### config.mk
export PLATFORM = sky130hd
export DESIGN_NAME = rstwd_ctrl
export DESIGN_NICKNAME = d
export VERILOG_FILES = /design/src/core/rstwd_pkg.sv /design/src/core/rstwd_ctrl.sv
export SDC_FILE = /design/constraint.sdc
export NUM_CORES = 1
export LEC_CHECK = 0
export BUFFER_PORTS_ARGS = -buffer_cell sky130_fd_sc_hd__buf_2
export CORE_MARGIN = 2
export CORE_UTILIZATION = 40
export CTS_BUF_LIST = sky130_fd_sc_hd__clkbuf_16
export DETAILED_ROUTE_END_ITERATION = 8
export SETUP_SLACK_MARGIN = 0.05
export SLEW_MARGIN = 20
export SYNTH_ARGS = -nofsm -noshare
export SYNTH_HDL_FRONTEND = slang
export SYNTH_SLANG_ARGS = --single-unit
### constraint.sdc
create_clock -name ref_clk_i -period 7.2 [get_ports ref_clk_i]
set_input_delay 0.36 -clock ref_clk_i [delete_from_list [all_inputs] [get_ports ref_clk_i]]
set_output_delay 0.36 -clock ref_clk_i [all_outputs]
set_load 0.03 [all_outputs]
### src/core/rstwd_pkg.sv
// package for the reset and watchdog controller
package rstwd_pkg;
   // register offsets (byte addresses, 8-bit data)
   localparam logic [7:0] CTRL_OFS = 8'h00;
   localparam logic [7:0] STATUS_OFS = 8'h04;
   localparam logic [7:0] WDCFG_OFS = 8'h08;
   localparam logic [7:0] WDWIN_OFS = 8'h0c;
   localparam logic [7:0] CCP_OFS = 8'h10;
   localparam logic [7:0] SLEEP_OFS = 8'h14;
   localparam logic [7:0] BOOTVEC_OFS = 8'h18;
   localparam logic [7:0] CCP_KEY = 8'hd8;
   // status flag positions
   localparam int FLAG_POR = 0;
   localparam int FLAG_EXT = 1;
   localparam int FLAG_BOD = 2;
   localparam int FLAG_WDT = 3;
   localparam int FLAG_PDP = 4;
   localparam int FLAG_SW = 5;
   localparam int NSRC = 6;
   // control bit positions
   localparam int SWRST_BIT = 0;
   localparam int BOOTSEL_BIT = 1;
   // watchdog config fields
   localparam int WD_EN_BIT = 0;
   localparam int WD_WIN_BIT = 1;
   localparam int WD_PER_LSB = 2;
   localparam logic [7:0] WDCFG_RST = 8'h00;
   localparam logic [7:0] WDWIN_RST = 8'h00;
   localparam int NPER = 11;
   // timing
   localparam int CLK_MHZ = 100;
   localparam int CLK_NS = 10;
   localparam int OSC2M_NS = 500;
   localparam int WDRST_CYC = (OSC2M_NS + CLK_NS - 1) / CLK_NS;
   localparam int TICK_NS = 1000000;
   localparam int TICK_CYC_DEF = TICK_NS / CLK_NS;
   localparam int TEXT_NS = 1000;
   localparam int TEXT_CYC = (TEXT_NS + CLK_NS - 1) / CLK_NS;
   localparam int RCNT_CYC_DEF = 6400;
   localparam int OSCUP_CYC_DEF = 6400;
   localparam int CAL_CYC_DEF = 1000;
   localparam logic [15:0] BOOT_ADDR_DEF = 16'h7800;
   localparam logic [15:0] RESET_ADDR = 16'h0000;
   // sleep modes
   localparam logic [2:0] SLP_IDLE = 3'h0;
   localparam logic [2:0] SLP_PDOWN = 3'h2;
   localparam logic [2:0] SLP_PSAVE = 3'h3;
   localparam logic [2:0] SLP_STBY = 3'h6;
   localparam logic [2:0] SLP_ESTBY = 3'h7;
   typedef enum logic [2:0] {
      ST_HOLD, ST_RCNT, ST_OSCUP, ST_CAL, ST_RUN
   } rstwd_phase_type;
endpackage : rstwd_pkg

### src/core/rstwd_ctrl.sv
// reset controller with watchdog and sleep clock gating
// Summary of operation
// - standby keeps system clock sources, stops cpu, peripheral, rtc clocks.
// - extended standby like power-save, keeps sources, stops cpu, peripheral.
// - any active source enters reset at once, held until all release.
// - io drivers tristate immediately on reset entry, no clock needed.
// - reset loads program counter with vector and io registers initial.
// - sram kept over reset; access in flight may be corrupt.
// - reset vector is address 0, option moves it to boot start.
// - reset assertion works asynchronously without a running clock; here only por, brownout and debug port, the rest are clocked.
// - status flags per source, cleared only by power-on, accumulate.
// - after release: counter delay, oscillator start, calibration, then run.
// - a request during restart aborts it; start again from stage one.
// - disabled brownout forced on lowest level in erase or debug port.
// - reset pin low beyond min pulse recognised, held while low.
// - watchdog reset pulse lasts one to two 2MHz oscillator periods.
// - software reset bit raises reset within two cpu clocks.
// - watchdog counts 1kHz tick, eleven periods from 8ms to 8s.
// - enabled watchdog resets if not restarted before timeout.
// - window mode restart outside the window resets as a timeout.
// - watchdog runs in all modes from own clock, survives clock loss; here its tick is divided from ref_clk_i and stops with it.
// - watchdog settings change only via protection key; fuse locks them.
// - reset disables clocks except 32kHz oscillator, restart on 2MHz.
//
// Our own choices: the address-and-strobe port and the register addresses.
`timescale 1ns/1ps
module rstwd_ctrl #(
   parameter int TICK_CYC = rstwd_pkg::TICK_CYC_DEF,
   parameter int RCNT_CYC = rstwd_pkg::RCNT_CYC_DEF,
   parameter int OSCUP_CYC = rstwd_pkg::OSCUP_CYC_DEF,
   parameter int CAL_CYC = rstwd_pkg::CAL_CYC_DEF
) (
   input wire logic ref_clk_i,
   input wire logic srst_i,
   input wire logic por_i,
   input wire logic bod_trip_i,
   input wire logic bod_fuse_en_i,
   input wire logic chip_erase_i,
   input wire logic pdp_enable_i,
   input wire logic pdp_reset_i,
   input wire logic ext_rst_n_i,
   input wire logic wd_fuse_lock_i,
   input wire logic wdr_i,
   input wire logic sleep_i,
   input wire logic [7:0] addr_i,
   input wire logic [7:0] wdata_i,
   input wire logic wr_i,
   input wire logic rd_i,
   output logic [7:0] rdata_o,
   output logic core_rst_o,
   output logic io_hiz_o,
   output logic [15:0] pc_load_o,
   output logic sram_guard_o,
   output logic bod_active_o,
   output logic osc2m_en_o,
   output logic osc_cal_o,
   output logic sysclk_src_en_o,
   output logic cpu_clk_en_o,
   output logic per_clk_en_o,
   output logic rtc_clk_en_o
);
   localparam int WDW = 24;
   localparam int TW = 24;

   typedef struct packed {
      rstwd_pkg::rstwd_phase_type ph;
      logic [TW-1:0] tcnt;
      logic [7:0] rdata;
      logic [rstwd_pkg::NSRC-1:0] flags;
      logic bootsel;
      logic [7:0] wdcfg;
      logic [7:0] wdwin;
      logic [2:0] smode;
      logic ccp_open;
      logic [TW-1:0] tick_div;
      logic [WDW-1:0] wd_cnt;
      logic [7:0] wdrst_cnt;
      logic [7:0] ext_cnt;
      logic ext_held;
      logic sw_req;
      logic asleep;
      logic [15:0] pc;
      logic hold;
      logic bod_act;
      logic clk_cpu;
      logic clk_per;
      logic clk_rtc;
      logic clk_src;
      logic osc2m;
      logic cal;
   } rstwd_state_type;

   rstwd_state_type s_q;
   rstwd_state_type s_d;

   ////////////////////////////////////////////////////////////////////////
   // watchdog period table, ticks of 1ms: 8ms doubling to 8s
   logic [WDW-1:0] per_tab [rstwd_pkg::NPER];
   generate
      for (genvar g = 0; g < rstwd_pkg::NPER; g++) begin : g_per
         assign per_tab[g] = WDW'(8 << g);
      end
   endgenerate

   logic [3:0] per_sel;
   logic [3:0] win_sel;
   logic [WDW-1:0] wd_limit;
   logic [WDW-1:0] win_open;
   assign per_sel = s_q.wdcfg[rstwd_pkg::WD_PER_LSB +: 4];
   assign win_sel = s_q.wdwin[3:0];
   assign wd_limit = (per_sel < 4'(rstwd_pkg::NPER)) ?
                     per_tab[per_sel] : per_tab[rstwd_pkg::NPER-1];
   assign win_open = (win_sel < 4'(rstwd_pkg::NPER)) ?
                     per_tab[win_sel] : per_tab[rstwd_pkg::NPER-1];

   ////////////////////////////////////////////////////////////////////////
   // asynchronous reset assertion: por, brownout and debug port need no clock
   logic bod_on;
   logic async_req;
   logic sync_req;
   logic any_req;
   assign bod_on = bod_fuse_en_i | chip_erase_i | pdp_enable_i;
   assign async_req = por_i | (bod_on & bod_trip_i) | pdp_reset_i;
   assign sync_req = s_q.ext_held | (s_q.wdrst_cnt != 8'h00) | s_q.sw_req;
   assign any_req = async_req | sync_req;

   logic wd_en;
   logic wd_win;
   logic wd_expire;
   logic wd_bad_wdr;
   assign wd_en = s_q.wdcfg[rstwd_pkg::WD_EN_BIT];
   assign wd_win = s_q.wdcfg[rstwd_pkg::WD_WIN_BIT];
   assign wd_expire = wd_en && s_q.wd_cnt >= wd_limit;
   // restart too early counts the same as too late
   assign wd_bad_wdr = wd_en && wd_win && wdr_i &&
                       s_q.wd_cnt < win_open;

   ////////////////////////////////////////////////////////////////////////
   always_comb begin
      s_d = s_q;
      s_d.rdata = 8'h00;
      // pin filter: low beyond min pulse, held while low
      if (!ext_rst_n_i) begin
         if (s_q.ext_cnt < 8'(rstwd_pkg::TEXT_CYC)) begin
            s_d.ext_cnt = s_q.ext_cnt + 8'h01;
         end else begin
            s_d.ext_held = 1'b1;
         end
      end else begin
         s_d.ext_cnt = 8'h00;
         s_d.ext_held = 1'b0;
      end
      // watchdog: free tick, runs during sleep too
      if (s_q.tick_div >= TW'(TICK_CYC - 1)) begin
         s_d.tick_div = '0;
      end else begin
         s_d.tick_div = s_q.tick_div + TW'(1);
      end
      if (s_q.wdrst_cnt != 8'h00) begin
         s_d.wdrst_cnt = s_q.wdrst_cnt - 8'h01;
      end
      if (!wd_en || (wdr_i && !wd_bad_wdr)) begin
         s_d.wd_cnt = '0;
      end else if (wd_expire || wd_bad_wdr) begin
         s_d.wd_cnt = '0;
         s_d.wdrst_cnt = 8'(rstwd_pkg::WDRST_CYC);
         s_d.flags[rstwd_pkg::FLAG_WDT] = 1'b1;
      end else if (s_q.tick_div == '0) begin
         s_d.wd_cnt = s_q.wd_cnt + WDW'(1);
      end
      // register writes
      s_d.ccp_open = 1'b0;
      if (wr_i) begin
         case (addr_i)
            rstwd_pkg::CCP_OFS: s_d.ccp_open = (wdata_i == rstwd_pkg::CCP_KEY);
            rstwd_pkg::CTRL_OFS: begin
               if (s_q.ccp_open && wdata_i[rstwd_pkg::SWRST_BIT]) begin
                  s_d.sw_req = 1'b1;
               end
               s_d.bootsel = wdata_i[rstwd_pkg::BOOTSEL_BIT];
            end
            rstwd_pkg::WDCFG_OFS: begin
               if (s_q.ccp_open && !wd_fuse_lock_i) begin
                  s_d.wdcfg = wdata_i;
                  s_d.wd_cnt = '0;
               end
            end
            rstwd_pkg::WDWIN_OFS: begin
               if (s_q.ccp_open && !wd_fuse_lock_i) begin
                  s_d.wdwin = wdata_i;
               end
            end
            rstwd_pkg::SLEEP_OFS: s_d.smode = wdata_i[2:0];
            // read-only: software must not erase the reset history
            rstwd_pkg::STATUS_OFS: ;
            default: ;
         endcase
      end
      if (rd_i) begin
         case (addr_i)
            rstwd_pkg::CTRL_OFS: s_d.rdata = {6'h00, s_q.bootsel, 1'b0};
            rstwd_pkg::STATUS_OFS: s_d.rdata = {2'b00, s_q.flags};
            rstwd_pkg::WDCFG_OFS: s_d.rdata = s_q.wdcfg;
            rstwd_pkg::WDWIN_OFS: s_d.rdata = s_q.wdwin;
            rstwd_pkg::SLEEP_OFS: s_d.rdata = {5'h00, s_q.smode};
            default: s_d.rdata = 8'h00;
         endcase
      end
      // source flags accumulate; power-on clear wins over every set
      if (s_q.ext_held) s_d.flags[rstwd_pkg::FLAG_EXT] = 1'b1;
      if (bod_on && bod_trip_i) s_d.flags[rstwd_pkg::FLAG_BOD] = 1'b1;
      if (pdp_reset_i) s_d.flags[rstwd_pkg::FLAG_PDP] = 1'b1;
      if (s_q.sw_req) s_d.flags[rstwd_pkg::FLAG_SW] = 1'b1;
      if (por_i) begin
         s_d.flags = '0;
         s_d.flags[rstwd_pkg::FLAG_POR] = 1'b1;
         s_d.wdcfg = rstwd_pkg::WDCFG_RST;
         s_d.wdwin = rstwd_pkg::WDWIN_RST;
      end
      // sleep entry and wake
      if (sleep_i) s_d.asleep = 1'b1;
      if (wdr_i) s_d.asleep = 1'b0;
      // restart sequencer
      s_d.tcnt = s_q.tcnt + TW'(1);
      case (s_q.ph)
         rstwd_pkg::ST_HOLD: begin
            s_d.tcnt = '0;
            if (!any_req) s_d.ph = rstwd_pkg::ST_RCNT;
         end
         rstwd_pkg::ST_RCNT: begin
            if (s_q.tcnt >= TW'(RCNT_CYC - 1)) begin
               s_d.ph = rstwd_pkg::ST_OSCUP;
               s_d.tcnt = '0;
            end
         end
         rstwd_pkg::ST_OSCUP: begin
            if (s_q.tcnt >= TW'(OSCUP_CYC - 1)) begin
               s_d.ph = rstwd_pkg::ST_CAL;
               s_d.tcnt = '0;
            end
         end
         rstwd_pkg::ST_CAL: begin
            if (s_q.tcnt >= TW'(CAL_CYC - 1)) begin
               s_d.ph = rstwd_pkg::ST_RUN;
               s_d.tcnt = '0;
            end
         end
         rstwd_pkg::ST_RUN: s_d.tcnt = '0;
         default: s_d.ph = rstwd_pkg::ST_HOLD;
      endcase
      if (any_req) begin
         s_d.ph = rstwd_pkg::ST_HOLD;
         s_d.tcnt = '0;
         s_d.sw_req = 1'b0;
         s_d.smode = rstwd_pkg::SLP_IDLE;
         s_d.asleep = 1'b0;
         s_d.bootsel = s_q.bootsel;
      end
      if (s_q.sw_req) s_d.sw_req = 1'b0;
      s_d.hold = (s_d.ph != rstwd_pkg::ST_RUN);
      s_d.pc = s_q.bootsel ? rstwd_pkg::BOOT_ADDR_DEF
                           : rstwd_pkg::RESET_ADDR;
      s_d.bod_act = bod_on;
      // oscillator controls registered so the pins carry no decode glitch
      s_d.osc2m = (s_d.ph != rstwd_pkg::ST_HOLD) &&
                  (s_d.ph != rstwd_pkg::ST_RCNT);
      s_d.cal = (s_d.ph == rstwd_pkg::ST_CAL);
      // clock gating per sleep mode
      s_d.clk_src = 1'b1;
      s_d.clk_cpu = !s_q.asleep;
      s_d.clk_per = 1'b1;
      s_d.clk_rtc = 1'b1;
      if (s_q.asleep) begin
         case (s_q.smode)
            rstwd_pkg::SLP_IDLE: ;
            rstwd_pkg::SLP_PDOWN: begin
               s_d.clk_src = 1'b0;
               s_d.clk_per = 1'b0;
               s_d.clk_rtc = 1'b0;
            end
            rstwd_pkg::SLP_PSAVE: begin
               s_d.clk_src = 1'b0;
               s_d.clk_per = 1'b0;
            end
            rstwd_pkg::SLP_STBY: begin
               s_d.clk_per = 1'b0;
               s_d.clk_rtc = 1'b0;
            end
            rstwd_pkg::SLP_ESTBY: s_d.clk_per = 1'b0;
            default: ;
         endcase
      end
      // in reset only the 32kHz source survives; 2MHz restarts at oscup
      if (s_d.hold) begin
         s_d.clk_src = 1'b0;
         s_d.clk_cpu = 1'b0;
         s_d.clk_per = 1'b0;
         s_d.clk_rtc = 1'b0;
      end
   end

   always_ff @(posedge ref_clk_i) begin
      if (srst_i) begin
         s_q <= '0;
         s_q.ph <= rstwd_pkg::ST_HOLD;
         s_q.hold <= 1'b1;
         s_q.wdcfg <= rstwd_pkg::WDCFG_RST;
         s_q.wdwin <= rstwd_pkg::WDWIN_RST;
      end else begin
         s_q <= s_d;
      end
   end

   ////////////////////////////////////////////////////////////////////////
   // reset and tristate asserted combinationally with the async request;
   // sram accesses are fenced while held; memory contents are not touched
   always_comb begin
      core_rst_o = s_q.hold | async_req;
      io_hiz_o = s_q.hold | async_req;
      sram_guard_o = s_q.hold | async_req;
   end
   assign rdata_o = s_q.rdata;
   assign pc_load_o = s_q.pc;
   assign bod_active_o = s_q.bod_act;
   assign osc2m_en_o = s_q.osc2m;
   assign osc_cal_o = s_q.cal;
   assign sysclk_src_en_o = s_q.clk_src;
   assign cpu_clk_en_o = s_q.clk_cpu;
   assign per_clk_en_o = s_q.clk_per;
   assign rtc_clk_en_o = s_q.clk_rtc;
endmodule : rstwd_ctrl

==> run metrics <==
area grow syn2layout 15.6%; DRC viols 0; postcts setup bufs 0; max-cap violations 0; Power Density 263 mW/mm²; top post-synthesis cells by area dfxtp_1 (43%), nor2_1 (7.4%), ha_1 (5.7%), xor2_1 (5.1%), nand2_1 (3.6%); gr usage total between 10% and 20%; CTS Root Cell clkbuf_16; Netlist cell types 58; worst r2r dst s_q[51]$_SDFF_PP0_; Die W 130 µm; Post-Layout Cell Count 1002; Worst Path Required roughly 7.5 ns; Num CTS Buffers 17; Yosys warning total 0; WHS approximately 0.16 ns; Gate power share under 10%; EDFF count, synth 0; Core Area 0.0158 mm²; PortBufs 51; WL final approximately 13 mm; largest area contributor in the netlist dfxtp_1; unrepaired setup endpoints after global routing no; Final Hold Vio Count 0; setup_tns 0 ns; Main synth FF type dfxtp_1; worst-path fanout max 15; Final ANT Viol Nets 0; syn_area_per_cell roughly 8.9 µm²; max_slew headroom a little over a third; FP Rows 46; clock share of power 50.1%; R2R setup slack 4.43 ns; dpl cells 970; commonest cells in the netlist dfxtp_1 (138), nor2_1 (126), nand2_1 (61); hpwl dp 9.50 mm; # diodes 0; pin count of the biggest net entering global routing 25; ys async rst share 0%; fin crit share between 30% and 40%; maximum clock insertion buffer count 2; status complete, no violations; endpoints failing setup 0; startpoint class of the critical path register; Hold Crit Depth 3; Via-to-Cell Ratio 4.84; Sequential Power Share 41.8%; worst slew pin tran 0.957 ns; clk sink count 138; r2r worst-path depth 9; CTS H-tree depth 4; Vias about 4900; cts-stage hold buffer count 0; num ports 64; DRT iter0 DRCs ~270; Psw 0.000442 W; GPL Wtd Cong between 0.7 and 0.8; Hold EP bod_active_o$_SDFF_PP0_; worst hold path class input pin to register; min cycle time layout between 2 and 3 ns; VDD IR max 0.000179 V; Synth Cell Area 0.00639 mm²; Critical Path Sink Type register; post_cts resized 0; vias in the first global route 4553; clock tree from TritonCTS built; DR WL/cell 13.4 µm; Multi-input gate area 0.00337 mm²; Reg area between 0.002 and 0.003 mm²; #FFs+latches synth 138; leakage power 2.93 nW; die height 130 µm; first-pass GRT wire length 22.3 mm; most instantiated library cell after synthesis dfxtp_1; full die area 0.0170 mm²; layout cell share with drive strength beyond 1 about an eighth; post-synth top area share 43.3%; nets 832; Critical Path AT 3.10 ns; Initial Util ~41%; TritonRoute pass-1 iters 4; Int Pwr 0.00150 W; global route overflow 0; Layout fillers 1580; Seq/Total Area, Yosys 43.3%; clock-pin slew on the worst setup and hold paths around 0.060 ns; HP Start pdp_enable_i; Post-Synthesis Cells 719; clk_lat worst skew 0.42 ns; initial antenna violation count 1; Pins Over Slew Limit 0; type of the worst setup path register to register; FF-to-FF Start per_sel[1]$_SDFFE_PP0P_; Fmax 0.361 GHz; switching share of power between 20 and 25%; clock skew 0.00825 ns
==> placed cells by master (no fill, tap or decap), types with 4 or more instances in the layout <==
master,n
and3_1,19
nand4_1,12
or3_1,10
nand2_1,61
conb_1,28
xor2_1,37
a21oi_1,20
and4_1,6
nor2b_1,12
or2_2,4
nor3_1,17
nor4_1,9
clkbuf_16,17
dfxtp_1,138
a31oi_1,7
ha_1,29
xnor2_1,20
nor2_1,126
a22oi_1,5
bufinv_16,6
o21ai_0,18
nand3_1,36
mux2i_1,20
mux2_2,5
inv_1,20
buf_2,51
clkinv_1,4
==> critical path, cell delays in order (launching register included) <==
cell	delay (ns)
dfxtp_1	0.45
nor2b_1	0.20
nand2_1	0.07
ha_1	0.29
a21o_1	0.16
a211o_1	0.28
o211ai_1	0.17
and3_1	0.19
nand4b_1	0.55
a21oi_1	0.30
==> registers in the layout, summed over array words and instances, names as in the netlist <==
| name | flops |
|---|---|
| s_q | 118 |
| rdata_o | 8 |
| per_sel | 4 |
| bod_active_o | 1 |
| cpu_clk_en_o | 1 |
| osc2m_en_o | 1 |
| osc_cal_o | 1 |
| pc_load_o | 1 |
| per_clk_en_o | 1 |
| rtc_clk_en_o | 1 |
| sysclk_src_en_o | 1 |
==> cell type report <==
class	instances	area share (%)
inverters	19	0.966
flip-flops and latches	138	37.4
clock buffers	17	5.76
repair buffers	51	3.46
multi-input cells	546	45.6
clock inverters	15	3.10
well taps	216	3.66
==> power groups by stage <==
stage,clock (W),combinational [W],sequential [W]
3_3_place_gp,0,0.000155,0.000828
5_1_grt,0.00103,0.000182,0.000815
6_report,0.000974,0.000159,0.000812
3_5_place_dp,0,0.000157,0.000827
2_1_floorplan,0,0.000130,0.000824
4_1_cts,0.000992,0.000160,0.000812
==> cells by family after synthesis <==
family | share of synthesized area (%)
DFF | 43.3
xor gates and xnor gates | 7.82
buffers and inverters | 5.60
AOI/OAI and AO/OA | 7.64
adders and majority gates | 5.68
and+or+nand+nor | 25.6
muxes | 4.37
other | 0.0587
==> worst max path at each step <==
stage / startpoint / slack [ns] / endpoint
after global placement: per_sel[1]$_SDFFE_PP0P_ / 4.44 / s_q[57]$_SDFF_PP0_
after floorplan: per_sel[1]$_SDFFE_PP0P_ / 4.86 / s_q[44]$_SDFF_PP0_
final: per_sel[1]$_SDFFE_PP0P_ / 4.43 / s_q[51]$_SDFF_PP0_
after CTS: per_sel[1]$_SDFFE_PP0P_ / 4.35 / s_q[57]$_SDFF_PP0_
after global routing: per_sel[1]$_SDFFE_PP0P_ / 4.07 / s_q[51]$_SDFF_PP0_
after detailed placement: addr_i[5] / 4.35 / s_q[47]$_SDFF_PP0_
==> per-layer routing <==
metal  routed length (µm)  global-route usage, %  up-vias  part of all wire, %
met5                   13                      0        -                0.097
met4                  210                   6.32        2                  1.6
met3                  612                   5.45       19                  4.6
met2                 6110                   26.0       81                   45
met1                 6500                   22.2     2237                   48
li1                     -                      -     2514                    -
==> stage by stage <==
step	total power [W]	area, µm²	utilization [%]	setup WS [ns]
3_3_place_gp	0.000983	6730	42.7	4.44
2_1_floorplan	0.000954	6490	-	4.86
4_1_cts	0.00196	7380	46.8	4.35
3_5_place_dp	0.000984	6730	42.7	4.35
5_1_grt	0.00203	7380	46.8	4.07
6_report	0.00194	7380	46.8	4.43
Power figures use the tool's default switching activity.
